File: config.mk
export PLATFORM = sky130hd
export DESIGN_NAME = exec_slice
export DESIGN_NICKNAME = d
export VERILOG_FILES = /design/src/design/exec_pkg.sv /design/src/design/byte_alu.sv /design/src/design/exec_slice.sv
export SDC_FILE = /design/constraint.sdc
export NUM_CORES = 1
export LEC_CHECK = 0
export CORE_MARGIN = 4
export CORE_UTILIZATION = 30
export CTS_BUF_LIST = sky130_fd_sc_hd__clkbuf_4 sky130_fd_sc_hd__clkbuf_8
export CTS_CLUSTER_SIZE = 16
export DETAILED_ROUTE_END_ITERATION = 10
export DONT_BUFFER_PORTS = 1
export SLEW_MARGIN = 20
export SYNTH_ARGS = -nofsm -noshare
export SYNTH_HDL_FRONTEND = slang
export SYNTH_SLANG_ARGS = --single-unit
File: constraint.sdc
create_clock -name i_clk -period 5.33 [get_ports i_clk]
set_input_delay 0.2665 -clock i_clk [delete_from_list [all_inputs] [get_ports i_clk]]
set_output_delay 0.2665 -clock i_clk [all_outputs]
set_load 0.02 [all_outputs]
File: src/design/exec_pkg.sv
// constants and types shared by the instruction execution slice
// assumes a 16-bit instruction word and a 12-bit data address space
package exec_pkg;

   // ***********************************
   // opcode fields
   // ***********************************
   localparam int          OPC_MSB       = 15;
   localparam int          OPC_LSB       = 10;
   localparam int          DEST_BIT      = 9;
   localparam int          ACCESS_BIT    = 8;
   localparam logic [5:0]  OPC_INC_SNZ   = 6'h12;   // 0100 10da
   localparam logic [5:0]  OPC_SWAP      = 6'h0E;   // 0011 10da
   localparam logic [5:0]  OPC_SUB_BRW   = 6'h16;   // 0101 10da
   localparam logic [15:0] INSTR_POP     = 16'h0006;
   localparam logic [15:0] INSTR_PUSH    = 16'h0005;

   // ***********************************
   // addressing
   // ***********************************
   localparam logic [7:0]  INDEX_LIMIT   = 8'h5F;   // offsets at or below use pointer
   localparam logic [7:0]  ACCESS_SPLIT  = 8'h80;   // upper half maps to top page
   localparam logic [3:0]  ACCESS_HIGH   = 4'hF;
   localparam logic [3:0]  ACCESS_LOW    = 4'h0;

   // ***********************************
   // status bits and stack
   // ***********************************
   localparam int          ST_C          = 0;
   localparam int          ST_DC         = 1;
   localparam int          ST_Z          = 2;
   localparam int          ST_OV         = 3;
   localparam int          ST_N          = 4;
   localparam int          STATUS_W      = 5;
   localparam int          PC_STEP       = 2;
   localparam int          STACK_DEPTH   = 31;

   typedef enum logic [1:0]
   {
      ST_IDLE  = 2'b00,
      ST_EXEC  = 2'b01,
      ST_SKIP1 = 2'b11,
      ST_SKIP2 = 2'b10
   } state_e;

   typedef enum logic [1:0]
   {
      OP_INC  = 2'b00,
      OP_SWAP = 2'b01,
      OP_SUB  = 2'b10,
      OP_NONE = 2'b11
   } alu_op_e;

endpackage

File: src/design/byte_alu.sv
// byte arithmetic for increment, nibble exchange and subtract with borrow
// assumes operands stable through the execute cycle; purely combinational
`timescale 1ns/1ps
`default_nettype none
module byte_alu
   import exec_pkg::*;
(
   input  wire alu_op_e              i_op,
   input  wire logic [7:0]           i_fdata,
   input  wire logic [7:0]           i_wreg,
   input  wire logic                 i_carry,
   output logic      [7:0]           o_result,
   output logic      [STATUS_W-1:0]  o_flags,
   output logic                      o_nonzero
);

   logic [8:0] diff;
   logic [4:0] low_diff;

   // ***********************************
   // datapath
   // ***********************************
   // subtraction as f + ~w + c, so carry out means no borrow
   always_comb
   begin
      diff     = {1'b0, i_fdata} + {1'b0, ~i_wreg} + {8'h00, i_carry};
      low_diff = {1'b0, i_fdata[3:0]} + {1'b0, ~i_wreg[3:0]} + {4'h0, i_carry};
      case (i_op)
         OP_INC:  o_result = i_fdata + 8'h01;
         OP_SWAP: o_result = {i_fdata[3:0], i_fdata[7:4]};
         OP_SUB:  o_result = diff[7:0];
         default: o_result = i_fdata;
      endcase
      o_flags         = '0;
      o_flags[ST_C]   = diff[8];
      o_flags[ST_DC]  = low_diff[4];
      o_flags[ST_Z]   = (diff[7:0] == 8'h00);
      o_flags[ST_OV]  = (i_fdata[7] != i_wreg[7]) && (diff[7] != i_fdata[7]);
      o_flags[ST_N]   = diff[7];
      o_nonzero       = (o_result != 8'h00);
   end

endmodule
`default_nettype wire

File: src/design/exec_slice.sv
// execution slice for increment-skip, nibble swap, subtract with borrow,
// and return stack pop and push
// assumes asynchronous file read: i_file_rdata follows o_file_addr in the same cycle,
// and the fetch stage holds off new instructions while o_busy is high
//
// Function
// - increment file byte, write destination, skip next instruction when result nonzero
// - exchange nibbles of file byte into destination, flags untouched
// - destination bit zero writes working register, one writes file register
// - extended set, access bit zero, operand up to 5Fh offsets the index pointer
// - subtract working register and inverted carry from file byte, update N OV C DC Z
// - carry one means no borrow; carry out cleared on underflow
// - pop discards top of return stack in one cycle, no flags
// - push stores program counter plus two on return stack in one cycle
// - access bit zero uses access bank, one uses bank select register
// - a taken skip replaces the fetched next instruction with a no-operation
`timescale 1ns/1ps
`default_nettype none
module exec_slice
   import exec_pkg::*;
#(
   parameter int PC_W  = 21,
   parameter int DEPTH = STACK_DEPTH
)
(
   input  wire logic                 i_clk,
   input  wire logic                 i_srst,
   input  wire logic                 i_instr_valid,
   input  wire logic [15:0]          i_instr,
   input  wire logic [PC_W-1:0]      i_pc,
   input  wire logic [7:0]           i_wreg,
   input  wire logic [3:0]           i_bank_select_register,
   input  wire logic [11:0]          i_index_ptr,
   input  wire logic                 i_ext_en,
   input  wire logic [STATUS_W-1:0]  i_status,
   input  wire logic [7:0]           i_file_rdata,
   input  wire logic                 i_next_two_word,
   output logic                      o_busy,
   output logic      [11:0]          o_file_addr,
   output logic                      o_file_we,
   output logic      [7:0]           o_file_wdata,
   output logic                      o_wreg_we,
   output logic      [7:0]           o_wreg_wdata,
   output logic                      o_status_we,
   output logic      [STATUS_W-1:0]  o_status,
   output logic                      o_flush,
   output logic      [PC_W-1:0]      o_return_stack_top,
   output logic      [4:0]           o_stack_ptr
);

   // ***********************************
   // helpers
   // ***********************************
   // file address resolution for byte-oriented operands
   function automatic logic [11:0] resolve_addr(input logic [7:0] f, input logic a,
                                                input logic ext, input logic [3:0] bank,
                                                input logic [11:0] ptr);
      logic [11:0] addr;
      addr = {ACCESS_LOW, f};
      if (a)
         addr = {bank, f};
      else if (ext && (f <= INDEX_LIMIT))
         addr = ptr + {4'h0, f};
      else if (f >= ACCESS_SPLIT)
         addr = {ACCESS_HIGH, f};
      return addr;
   endfunction

   function automatic alu_op_e decode_op(input logic [5:0] opc);
      case (opc)
         OPC_INC_SNZ: decode_op = OP_INC;
         OPC_SWAP:    decode_op = OP_SWAP;
         OPC_SUB_BRW: decode_op = OP_SUB;
         default:     decode_op = OP_NONE;
      endcase
   endfunction

   // ***********************************
   // state
   // ***********************************
   state_e                state, next_state;
   alu_op_e               op, next_op, dec_op;
   logic                  dest, next_dest;
   logic                  two_word, next_two_word;
   logic                  next_busy, next_file_we, next_wreg_we, next_status_we, next_flush;
   logic [11:0]           next_file_addr;
   logic [7:0]            next_file_wdata, next_wreg_wdata;
   logic [STATUS_W-1:0]   next_status;
   logic [PC_W-1:0]       stack_mem [DEPTH];
   logic [PC_W-1:0]       next_top;
   logic [4:0]            next_ptr;
   logic                  do_push, do_pop;
   logic [7:0]            alu_result;
   logic [STATUS_W-1:0]   alu_flags;
   logic                  alu_nonzero;

   byte_alu u_alu
   (
      .i_op      (op),
      .i_fdata   (i_file_rdata),
      .i_wreg    (i_wreg),
      .i_carry   (i_status[ST_C]),
      .o_result  (alu_result),
      .o_flags   (alu_flags),
      .o_nonzero (alu_nonzero)
   );

   // ***********************************
   // sequencer and result routing
   // ***********************************
   // stack ops finish in the taking cycle, so they never raise busy
   always_comb
   begin
      dec_op          = decode_op(i_instr[OPC_MSB:OPC_LSB]);
      next_state      = state;
      next_op         = op;
      next_dest       = dest;
      next_two_word   = two_word;
      next_busy       = o_busy;
      next_file_addr  = o_file_addr;
      next_file_wdata = o_file_wdata;
      next_wreg_wdata = o_wreg_wdata;
      next_status     = o_status;
      next_file_we    = 1'b0;
      next_wreg_we    = 1'b0;
      next_status_we  = 1'b0;
      next_flush      = 1'b0;
      do_push         = 1'b0;
      do_pop          = 1'b0;
      case (state)
         ST_IDLE:
         begin
            if (i_instr_valid)
            begin
               if (i_instr == INSTR_PUSH)
                  do_push = 1'b1;
               else if (i_instr == INSTR_POP)
                  do_pop = 1'b1;
               else if (dec_op != OP_NONE)
               begin
                  next_state     = ST_EXEC;
                  next_op        = dec_op;
                  next_dest      = i_instr[DEST_BIT];
                  next_busy      = 1'b1;
                  next_file_addr = resolve_addr(i_instr[7:0], i_instr[ACCESS_BIT], i_ext_en,
                                                i_bank_select_register, i_index_ptr);
               end
            end
         end
         ST_EXEC:
         begin
            if (dest)
            begin
               next_file_we    = 1'b1;
               next_file_wdata = alu_result;
            end
            else
            begin
               next_wreg_we    = 1'b1;
               next_wreg_wdata = alu_result;
            end
            // only subtract touches flags; increment and swap leave them
            if (op == OP_SUB)
            begin
               next_status_we = 1'b1;
               next_status    = alu_flags;
            end
            next_two_word = i_next_two_word;
            if ((op == OP_INC) && alu_nonzero)
            begin
               next_state = ST_SKIP1;
               next_flush = 1'b1;
            end
            else
            begin
               next_state = ST_IDLE;
               next_busy  = 1'b0;
            end
         end
         ST_SKIP1:
         begin
            if (two_word)
            begin
               next_state = ST_SKIP2;
               next_flush = 1'b1;
            end
            else
            begin
               next_state = ST_IDLE;
               next_busy  = 1'b0;
            end
         end
         ST_SKIP2:
         begin
            next_state = ST_IDLE;
            next_busy  = 1'b0;
         end
         default:
         begin
            next_state = ST_IDLE;
            next_busy  = 1'b0;
         end
      endcase
   end

   // ***********************************
   // return stack
   // ***********************************
   // top held apart from the array so it is always a flop output;
   // overflow drops the new entry, underflow yields zero
   always_comb
   begin
      next_top = o_return_stack_top;
      next_ptr = o_stack_ptr;
      if (do_push && (o_stack_ptr < 5'(DEPTH)))
      begin
         next_top = PC_W'(i_pc + PC_STEP);
         next_ptr = o_stack_ptr + 5'h01;
      end
      else if (do_pop && (o_stack_ptr != 5'h00))
      begin
         next_top = (o_stack_ptr > 5'h01) ? stack_mem[o_stack_ptr - 5'h02] : '0;
         next_ptr = o_stack_ptr - 5'h01;
      end
   end

   always_ff @(posedge i_clk)
   begin
      if (do_push && (o_stack_ptr != 5'h00) && (o_stack_ptr < 5'(DEPTH)))
         stack_mem[o_stack_ptr - 5'h01] <= o_return_stack_top;
   end

   // ***********************************
   // registers
   // ***********************************
   always_ff @(posedge i_clk)
   begin
      if (i_srst)
      begin
         state              <= ST_IDLE;
         op                 <= OP_NONE;
         dest               <= 1'b0;
         two_word           <= 1'b0;
         o_busy             <= 1'b0;
         o_file_addr        <= '0;
         o_file_we          <= 1'b0;
         o_file_wdata       <= '0;
         o_wreg_we          <= 1'b0;
         o_wreg_wdata       <= '0;
         o_status_we        <= 1'b0;
         o_status           <= '0;
         o_flush            <= 1'b0;
         o_return_stack_top <= '0;
         o_stack_ptr        <= '0;
      end
      else
      begin
         state              <= next_state;
         op                 <= next_op;
         dest               <= next_dest;
         two_word           <= next_two_word;
         o_busy             <= next_busy;
         o_file_addr        <= next_file_addr;
         o_file_we          <= next_file_we;
         o_file_wdata       <= next_file_wdata;
         o_wreg_we          <= next_wreg_we;
         o_wreg_wdata       <= next_wreg_wdata;
         o_status_we        <= next_status_we;
         o_status           <= next_status;
         o_flush            <= next_flush;
         o_return_stack_top <= next_top;
         o_stack_ptr        <= next_ptr;
      end
   end

endmodule
`default_nettype wire

==> results of run 1 <==
-- worst min-delay path, stage by stage --
cell	delay (ns)
mux4_2	0.27
nor2_1	0.07
nor3_1	0.12
-- metal layers --
| layer | routed length, µm | vias up |
|---|---|---|
| met5 | 0 | - |
| met4 | 1850 | 0 |
| met3 | 7430 | 127 |
| met2 | 35900 | 670 |
| met1 | 33000 | 8714 |
| li1 | - | 7190 |
-- power by group through the flow --
stage	clock network [mW]	registers, mW	logic [mW]
2_1_floorplan	0	6.19	0.119
6_report	4.87	6.08	0.202
3_3_place_gp	0	6.19	0.145
5_1_grt	5.27	6.07	0.219
3_5_place_dp	0	6.19	0.150
4_1_cts	4.99	6.08	0.198
-- flip-flops by register name, indices dropped and copies added (netlist names), 2 cells and up --
register,flops
o_stack_ptr,5
o_wreg_wdata,8
o_file_wdata,8
state,2
stack_mem,651
o_file_addr,12
o_return_stack_top,21
op,2
o_status,5
-- synth_stat cells, types with 8 or more instances --
master / number
and2_1: 8
o21ai_0: 39
or2_2: 8
xor2_1: 15
dfxtp_1: 70
buf_2: 29
a21oi_1: 61
nand2b_1: 10
a311oi_1: 15
nand3_1: 37
clkbuf_1: 43
ha_1: 26
inv_1: 21
and3_1: 12
mux4_2: 174
xnor2_1: 26
a211oi_1: 40
mux2_2: 9
a21o_1: 10
edfxtp_1: 651
nor2b_1: 11
mux2i_1: 30
nand2_1: 91
nor3_1: 21
nor2_1: 124
-- cells by family after synthesis --
| group | synth area share |
|---|---|
| adder cells (fa/ha/maj) | 0.0130 |
| buffers and inverters | 0.0171 |
| XOR/XNOR | 0.0126 |
| AND/OR/NAND/NOR | 0.0555 |
| flip-flops | 0.705 |
| AO/OA/AOI/OAI | 0.0519 |
| multiplexers | 0.145 |
-- path summary, 6_finish.rpt --
check / slack, ns / end
worst max-delay path: 1.24 / o_return_stack_top[20]$_SDFFE_PP0P_
worst min-delay path: 0.07 / o_wreg_wdata[2]$_SDFFE_PP0P_
worst max register to register: 1.24 / o_return_stack_top[20]$_SDFFE_PP0P_
worst min register to register: 0.47 / two_word$_SDFFE_PP0N_
-- cell type report --
cell class / count / area share
clock inverter: 42 / 0.0106
tap: 1287 / 0.0465
clock buffer: 170 / 0.0590
inverter: 22 / 0.00238
multi-input combinational: 867 / 0.242
sequential: 721 / 0.605
antenna: 4 / 0.000289
timing repair buffer: 130 / 0.0341
==> results_dict.tcl, run 1 <==
set metrics [dict create \
    status "finished, final reports clean" \
    final-seq-area_um2 21000 \
    power_leakage_nw 11.1 \
    fill_cells 9206 \
    worst_slew_pin_slew_ns 1.06 \
    maxCapViolCount 0 \
    die_w_um 323 \
    synth_cells 1699 \
    yosysSeqAreaShare 0.705 \
    peakVddDrop_v 0.000197 \
    cts-root-buf "clkbuf_8" \
    grt.busiest_layer "met2" \
    dp_slack_ns 1.47 \
    synth_top_area_frac 0.657 \
    fp.dieH_um 323 \
    grt_use_met2 0.234 \
    p_total_mw 11.2 \
    htree_levels 3 \
    gp_congestion 0.817 \
    worstHoldStart "i_file_rdata[2]" \
    utilization 0.352 \
    post_drt_via_cell_ratio 5.15 \
    gr-usage-met3 0.0467 \
    crit_path_end_kind "flip-flop" \
    die_area_um2 104000 \
    io_buffers 0 \
    cp_num_buf_inv 3 \
    setup_viol 0 \
    final_cell_mix "edfxtp_1 (651), mux4_2 (174), clkbuf_8 (123)" \
    worstPathMaxFanout 55 \
    yosysWarnings 0 \
    use_met1 0.199 \
    multiInputGateArea_um2 8400 \
    place_area_um2 31600 \
    crit_cells 8 \
    cts_max_path_buffers 3 \
    ys_top_cells_by_area "edfxtp_1 (66%), mux4_2 (13%), dfxtp_1 (4.7%)" \
    ctsHoldBuffers 60 \
    grt_pass1_vias 17000 \
    track_usage 0.148 \
    clkTransAtPathRegs_ns 0.07 \
    r2r_start "o_stack_ptr[2]$_SDFFE_PP0P_" \
    ys_dominant_reg_cell "edfxtp_1" \
    post_drt_wl_per_cell_um 24.1 \
    finClkSkew_ns 0.0276 \
    hold_viol_final 0 \
    r2r_cells 8 \
    critical_path_arrival_ns 4.69 \
    final_common_cell "edfxtp_1" \
    crit_family "buffers and inverters" \
    remaining_drc_errors 0 \
    synth_edf_count 651 \
    final_cell_area_um2 34700 \
    required_ns 5.93 \
    path_cells "inv_1 > ha_4 > buf_12 > mux4_2 > mux2_2 > nand2_1 > a31oi_1 > dlygate4sd3_1" \
    grt_antenna_before_repair 3 \
    grt_max_degree 144 \
    critPathKind "flip-flop to flip-flop" \
    final.period_utilization 0.767 \
    core_um2 98400 \
    crit_path_top_delay_cell "ha_4" \
    switching_power_mw 2.28 \
    comb_power_share 0.018 \
    critPathLaunchType "flip-flop" \
    cts_buffers 113 \
    syn-cell-area_um2 29700 \
    synthArstFlopShare 0 \
    nets 1963 \
    p_per_area_nw_per_um2 322 \
    clockPowerShare 0.437 \
    vias 16700 \
    clock_sinks 721 \
    dp.cells 2967 \
    dp_hpwl_um 45600 \
    fin_crit_ns 4.09 \
    clk_latency_ns 0.71 \
    routed_wl_um 78200 \
    cp-startpoint "o_stack_ptr[2]$_SDFFE_PP0P_" \
    hold_depth 3 \
    p_int_mw 8.87 \
    pin_count 143 \
    cts_resized 0 \
    area_delta_synth_final_pct 16.6 \
    timing.setup.tns_ns 0 \
    fmax_mhz 245 \
    drive_gt1_frac 0.263 \
    pwr-share-seq 0.545 \
    fin_ws_ns 1.24 \
    grt.overflow.total 0 \
    hold_slack_ns 0.0748 \
    max_slew_margin 0.290 \
    cts_tree "done" \
    ant_nets 0 \
    postCtsSetupRepairBufs 0 \
    grt_setup_unrepaired "no" \
    fin_cells 3243 \
    rows 115 \
    drt_pass1_iterations 5 \
    slowest_delay_ns 0.96 \
    start_util 0.302 \
    p_sw_frac 0.204 \
    yosysTopAreaCell "edfxtp_1" \
    hold_path.class "input pin to flip-flop" \
    avgSynthCellArea_um2 17.5 \
    drt_iter0_drc 1773 \
    synth.distinct_cells 74 \
    grt_pass1_wl_um 114000 \
    ys_ff_latch 721 \
    slew_violations 0 \
    synth.net_count 1807 \
]
Note: power is estimated with default switching activity, not from simulation.
==> run 2, diff against run 1 <==
clock period = 3.6 ns   (was 5.33 ns; I/O delays follow)
==> run 2 against run 1 <==
Compared with the run above:
- global-route usage is essentially flat
- routed wire length grew 0.53%
- die area is the same
- sequential power grew 48%
- register-to-register slack lost 1.0 ns
- total power grew 47%
- final cell count grew 2.1%
- combinational power grew 63%
- critical endpoint is now o_return_stack_top[18]$_SDFFE_PP0P_
- highest routed layer unchanged
==> results_dict.tcl, run 2 (synthesis results as in run 1) <==
set metrics [dict create \
    max_slew_margin 0.303 \
    critical_path_arrival_ns 3.96 \
    grt_antenna_before_repair 8 \
    final_cell_area_um2 35200 \
    hold_path.class "input pin to flip-flop" \
    p_total_mw 16.4 \
    power_leakage_nw 11.8 \
    post_drt_via_cell_ratio 5.12 \
    rows 115 \
    reg2reg_setup_slack_ns 0.23 \
    crit_path_top_delay_cell "a211oi_1" \
    vias 17000 \
    clkTransAtPathRegs_ns 0.06 \
    io_buffers 0 \
    start_util 0.302 \
    fmax_mhz 296 \
    pin_count 143 \
    track_usage 0.149 \
    setup_viol 0 \
    cts_max_path_buffers 3 \
    critPathKind "flip-flop to flip-flop" \
    worst_slew_pin_slew_ns 1.04 \
    final_cell_mix "edfxtp_1 (651), mux4_2 (174), clkbuf_8 (116)" \
    slowest_delay_ns 0.84 \
    hold_viol_final 0 \
    p_per_area_nw_per_um2 465 \
    slew_violations 0 \
    routed_wl_um 78600 \
    hold_slack_ns 0.0390 \
    finClkSkew_ns 0.0374 \
    worstHoldStart "i_pc[7]" \
    cts_buffers 114 \
    r2r_start "o_stack_ptr[1]$_SDFFE_PP0P_" \
    drt_iter0_drc 1512 \
    status "finished, final reports clean" \
    cts_tree "done" \
    area_delta_synth_final_pct 18.5 \
    critPathLaunchType "flip-flop" \
    fill_cells 9149 \
    crit_family "compound AO/OA/AOI/OAI gates" \
    cp_num_buf_inv 2 \
    grt.overflow.total 0 \
    worstPathMaxFanout 38 \
    path_cells "inv_2 > ha_4 > buf_12 > a211oi_1 > a211oi_1 > a311oi_1 > o21ai_0 > a21oi_1" \
    die_area_um2 104000 \
    fin_crit_ns 3.37 \
    nets 2029 \
    peakVddDrop_v 0.000265 \
    grt_pass1_wl_um 114000 \
    fin_cells 3312 \
    final_common_cell "edfxtp_1" \
    largest_reg_flops 651 \
    largestRegisters "stack_mem: 651 flops, o_return_stack_top: 21 flops, o_file_addr: 12 flops" \
    core_um2 98400 \
    dp.cells 3002 \
    crit_path_end_kind "flip-flop" \
    cts-root-buf "clkbuf_8" \
    drive_gt1_frac 0.269 \
    maxCapViolCount 0 \
    largest-register "stack_mem" \
    crit_path_frequent_cell "a211oi_1" \
    dp_hpwl_um 48500 \
    place_area_um2 32000 \
    clk_latency_ns 0.73 \
    post_drt_wl_per_cell_um 23.7 \
    die_w_um 323 \
    cp-startpoint "o_stack_ptr[1]$_SDFFE_PP0P_" \
    grt_pass1_vias 17200 \
    grt_setup_unrepaired "no" \
    ant_nets 0 \
    grt_max_degree 140 \
    drt_pass1_iterations 5 \
    fp.dieH_um 323 \
    gp_congestion 0.851 \
    remaining_drc_errors 0 \
    htree_levels 3 \
    required_ns 4.19 \
    final.period_utilization 0.937 \
    clock_sinks 721 \
    timing.setup.tns_ns 0 \
]
==> run 2: cell types whose count changed in the layout (fill, tap and decap cells not counted), moves of 2 or more <==
cell,previous run,this run
inv_8,2,4
clkbuf_8,123,116
buf_4,67,98
buf_12,3,10
clkinv_1,12,28
clkinv_2,18,22
dlygate4sd3_1,59,85
clkbuf_4,47,37
==> run 2: metal layers <==
metal / up-vias / track usage / part of all wire
met2: 741 / 0.229 / 0.45
met5: - / 0 / 0
met3: 125 / 0.0457 / 0.10
met1: 8780 / 0.201 / 0.42
li1: 7313 / - / -
met4: 0 / 0.0492 / 0.028
==> run 2: what timing repair did <==
item / CTS / global route
setup buffers: 0 / 4
hold buffers: 85 / 2
gates resized for setup: 0 / 3
endpoints found under the hold margin: 69 / 1
endpoints found under the setup margin: 0 / 1
==> run 2: area by class of cell <==
cell class | count | area, µm² | share of cell area
multi-input cells | 867 | 8410 | 0.239
inverters | 22 | 82.6 | 0.00234
clock buffers | 153 | 1870 | 0.0532
well taps | 1287 | 1610 | 0.0457
diodes | 4 | 10.0 | 0.000284
repair buffers | 195 | 1830 | 0.0518
clock inverters | 63 | 457 | 0.0130
flip-flops and latches | 721 | 21000 | 0.595
==> run 2: where the power goes <==
group	total, mW	switching, mW	internal (mW)
Sequential	9.00	0.00779	8.99
Clock	7.04	3.26	3.79
Combinational	0.330	0.175	0.154
Total	16.4	3.44	12.9
==> run 2: tightest hold or removal path, stage by stage <==
cell and delay (ns):
nand2_1 0.05, nor2_2 0.14, nand2_1 0.11, xnor2_1 0.07
nand2_1 0.07, a31oi_1 0.07
==> run 2: stage by stage <==
step,setup WS [ns],utilization
detailed placement,0.271,0.325
global placement,0.329,0.325
global route,0.210,0.358
finish,0.226,0.358
CTS,0.0768,0.357
floorplan,-0.314,-
==> run 2: final timing paths <==
kind | endpoint | cells past startpoint
worst min register to register | stack_mem[29][6]$_DFFE_PP_ | 0
worst max register to register | o_return_stack_top[18]$_SDFFE_PP0P_ | 8
worst min-delay path | o_return_stack_top[17]$_SDFFE_PP0P_ | 6
worst max-delay path | o_return_stack_top[18]$_SDFFE_PP0P_ | 8
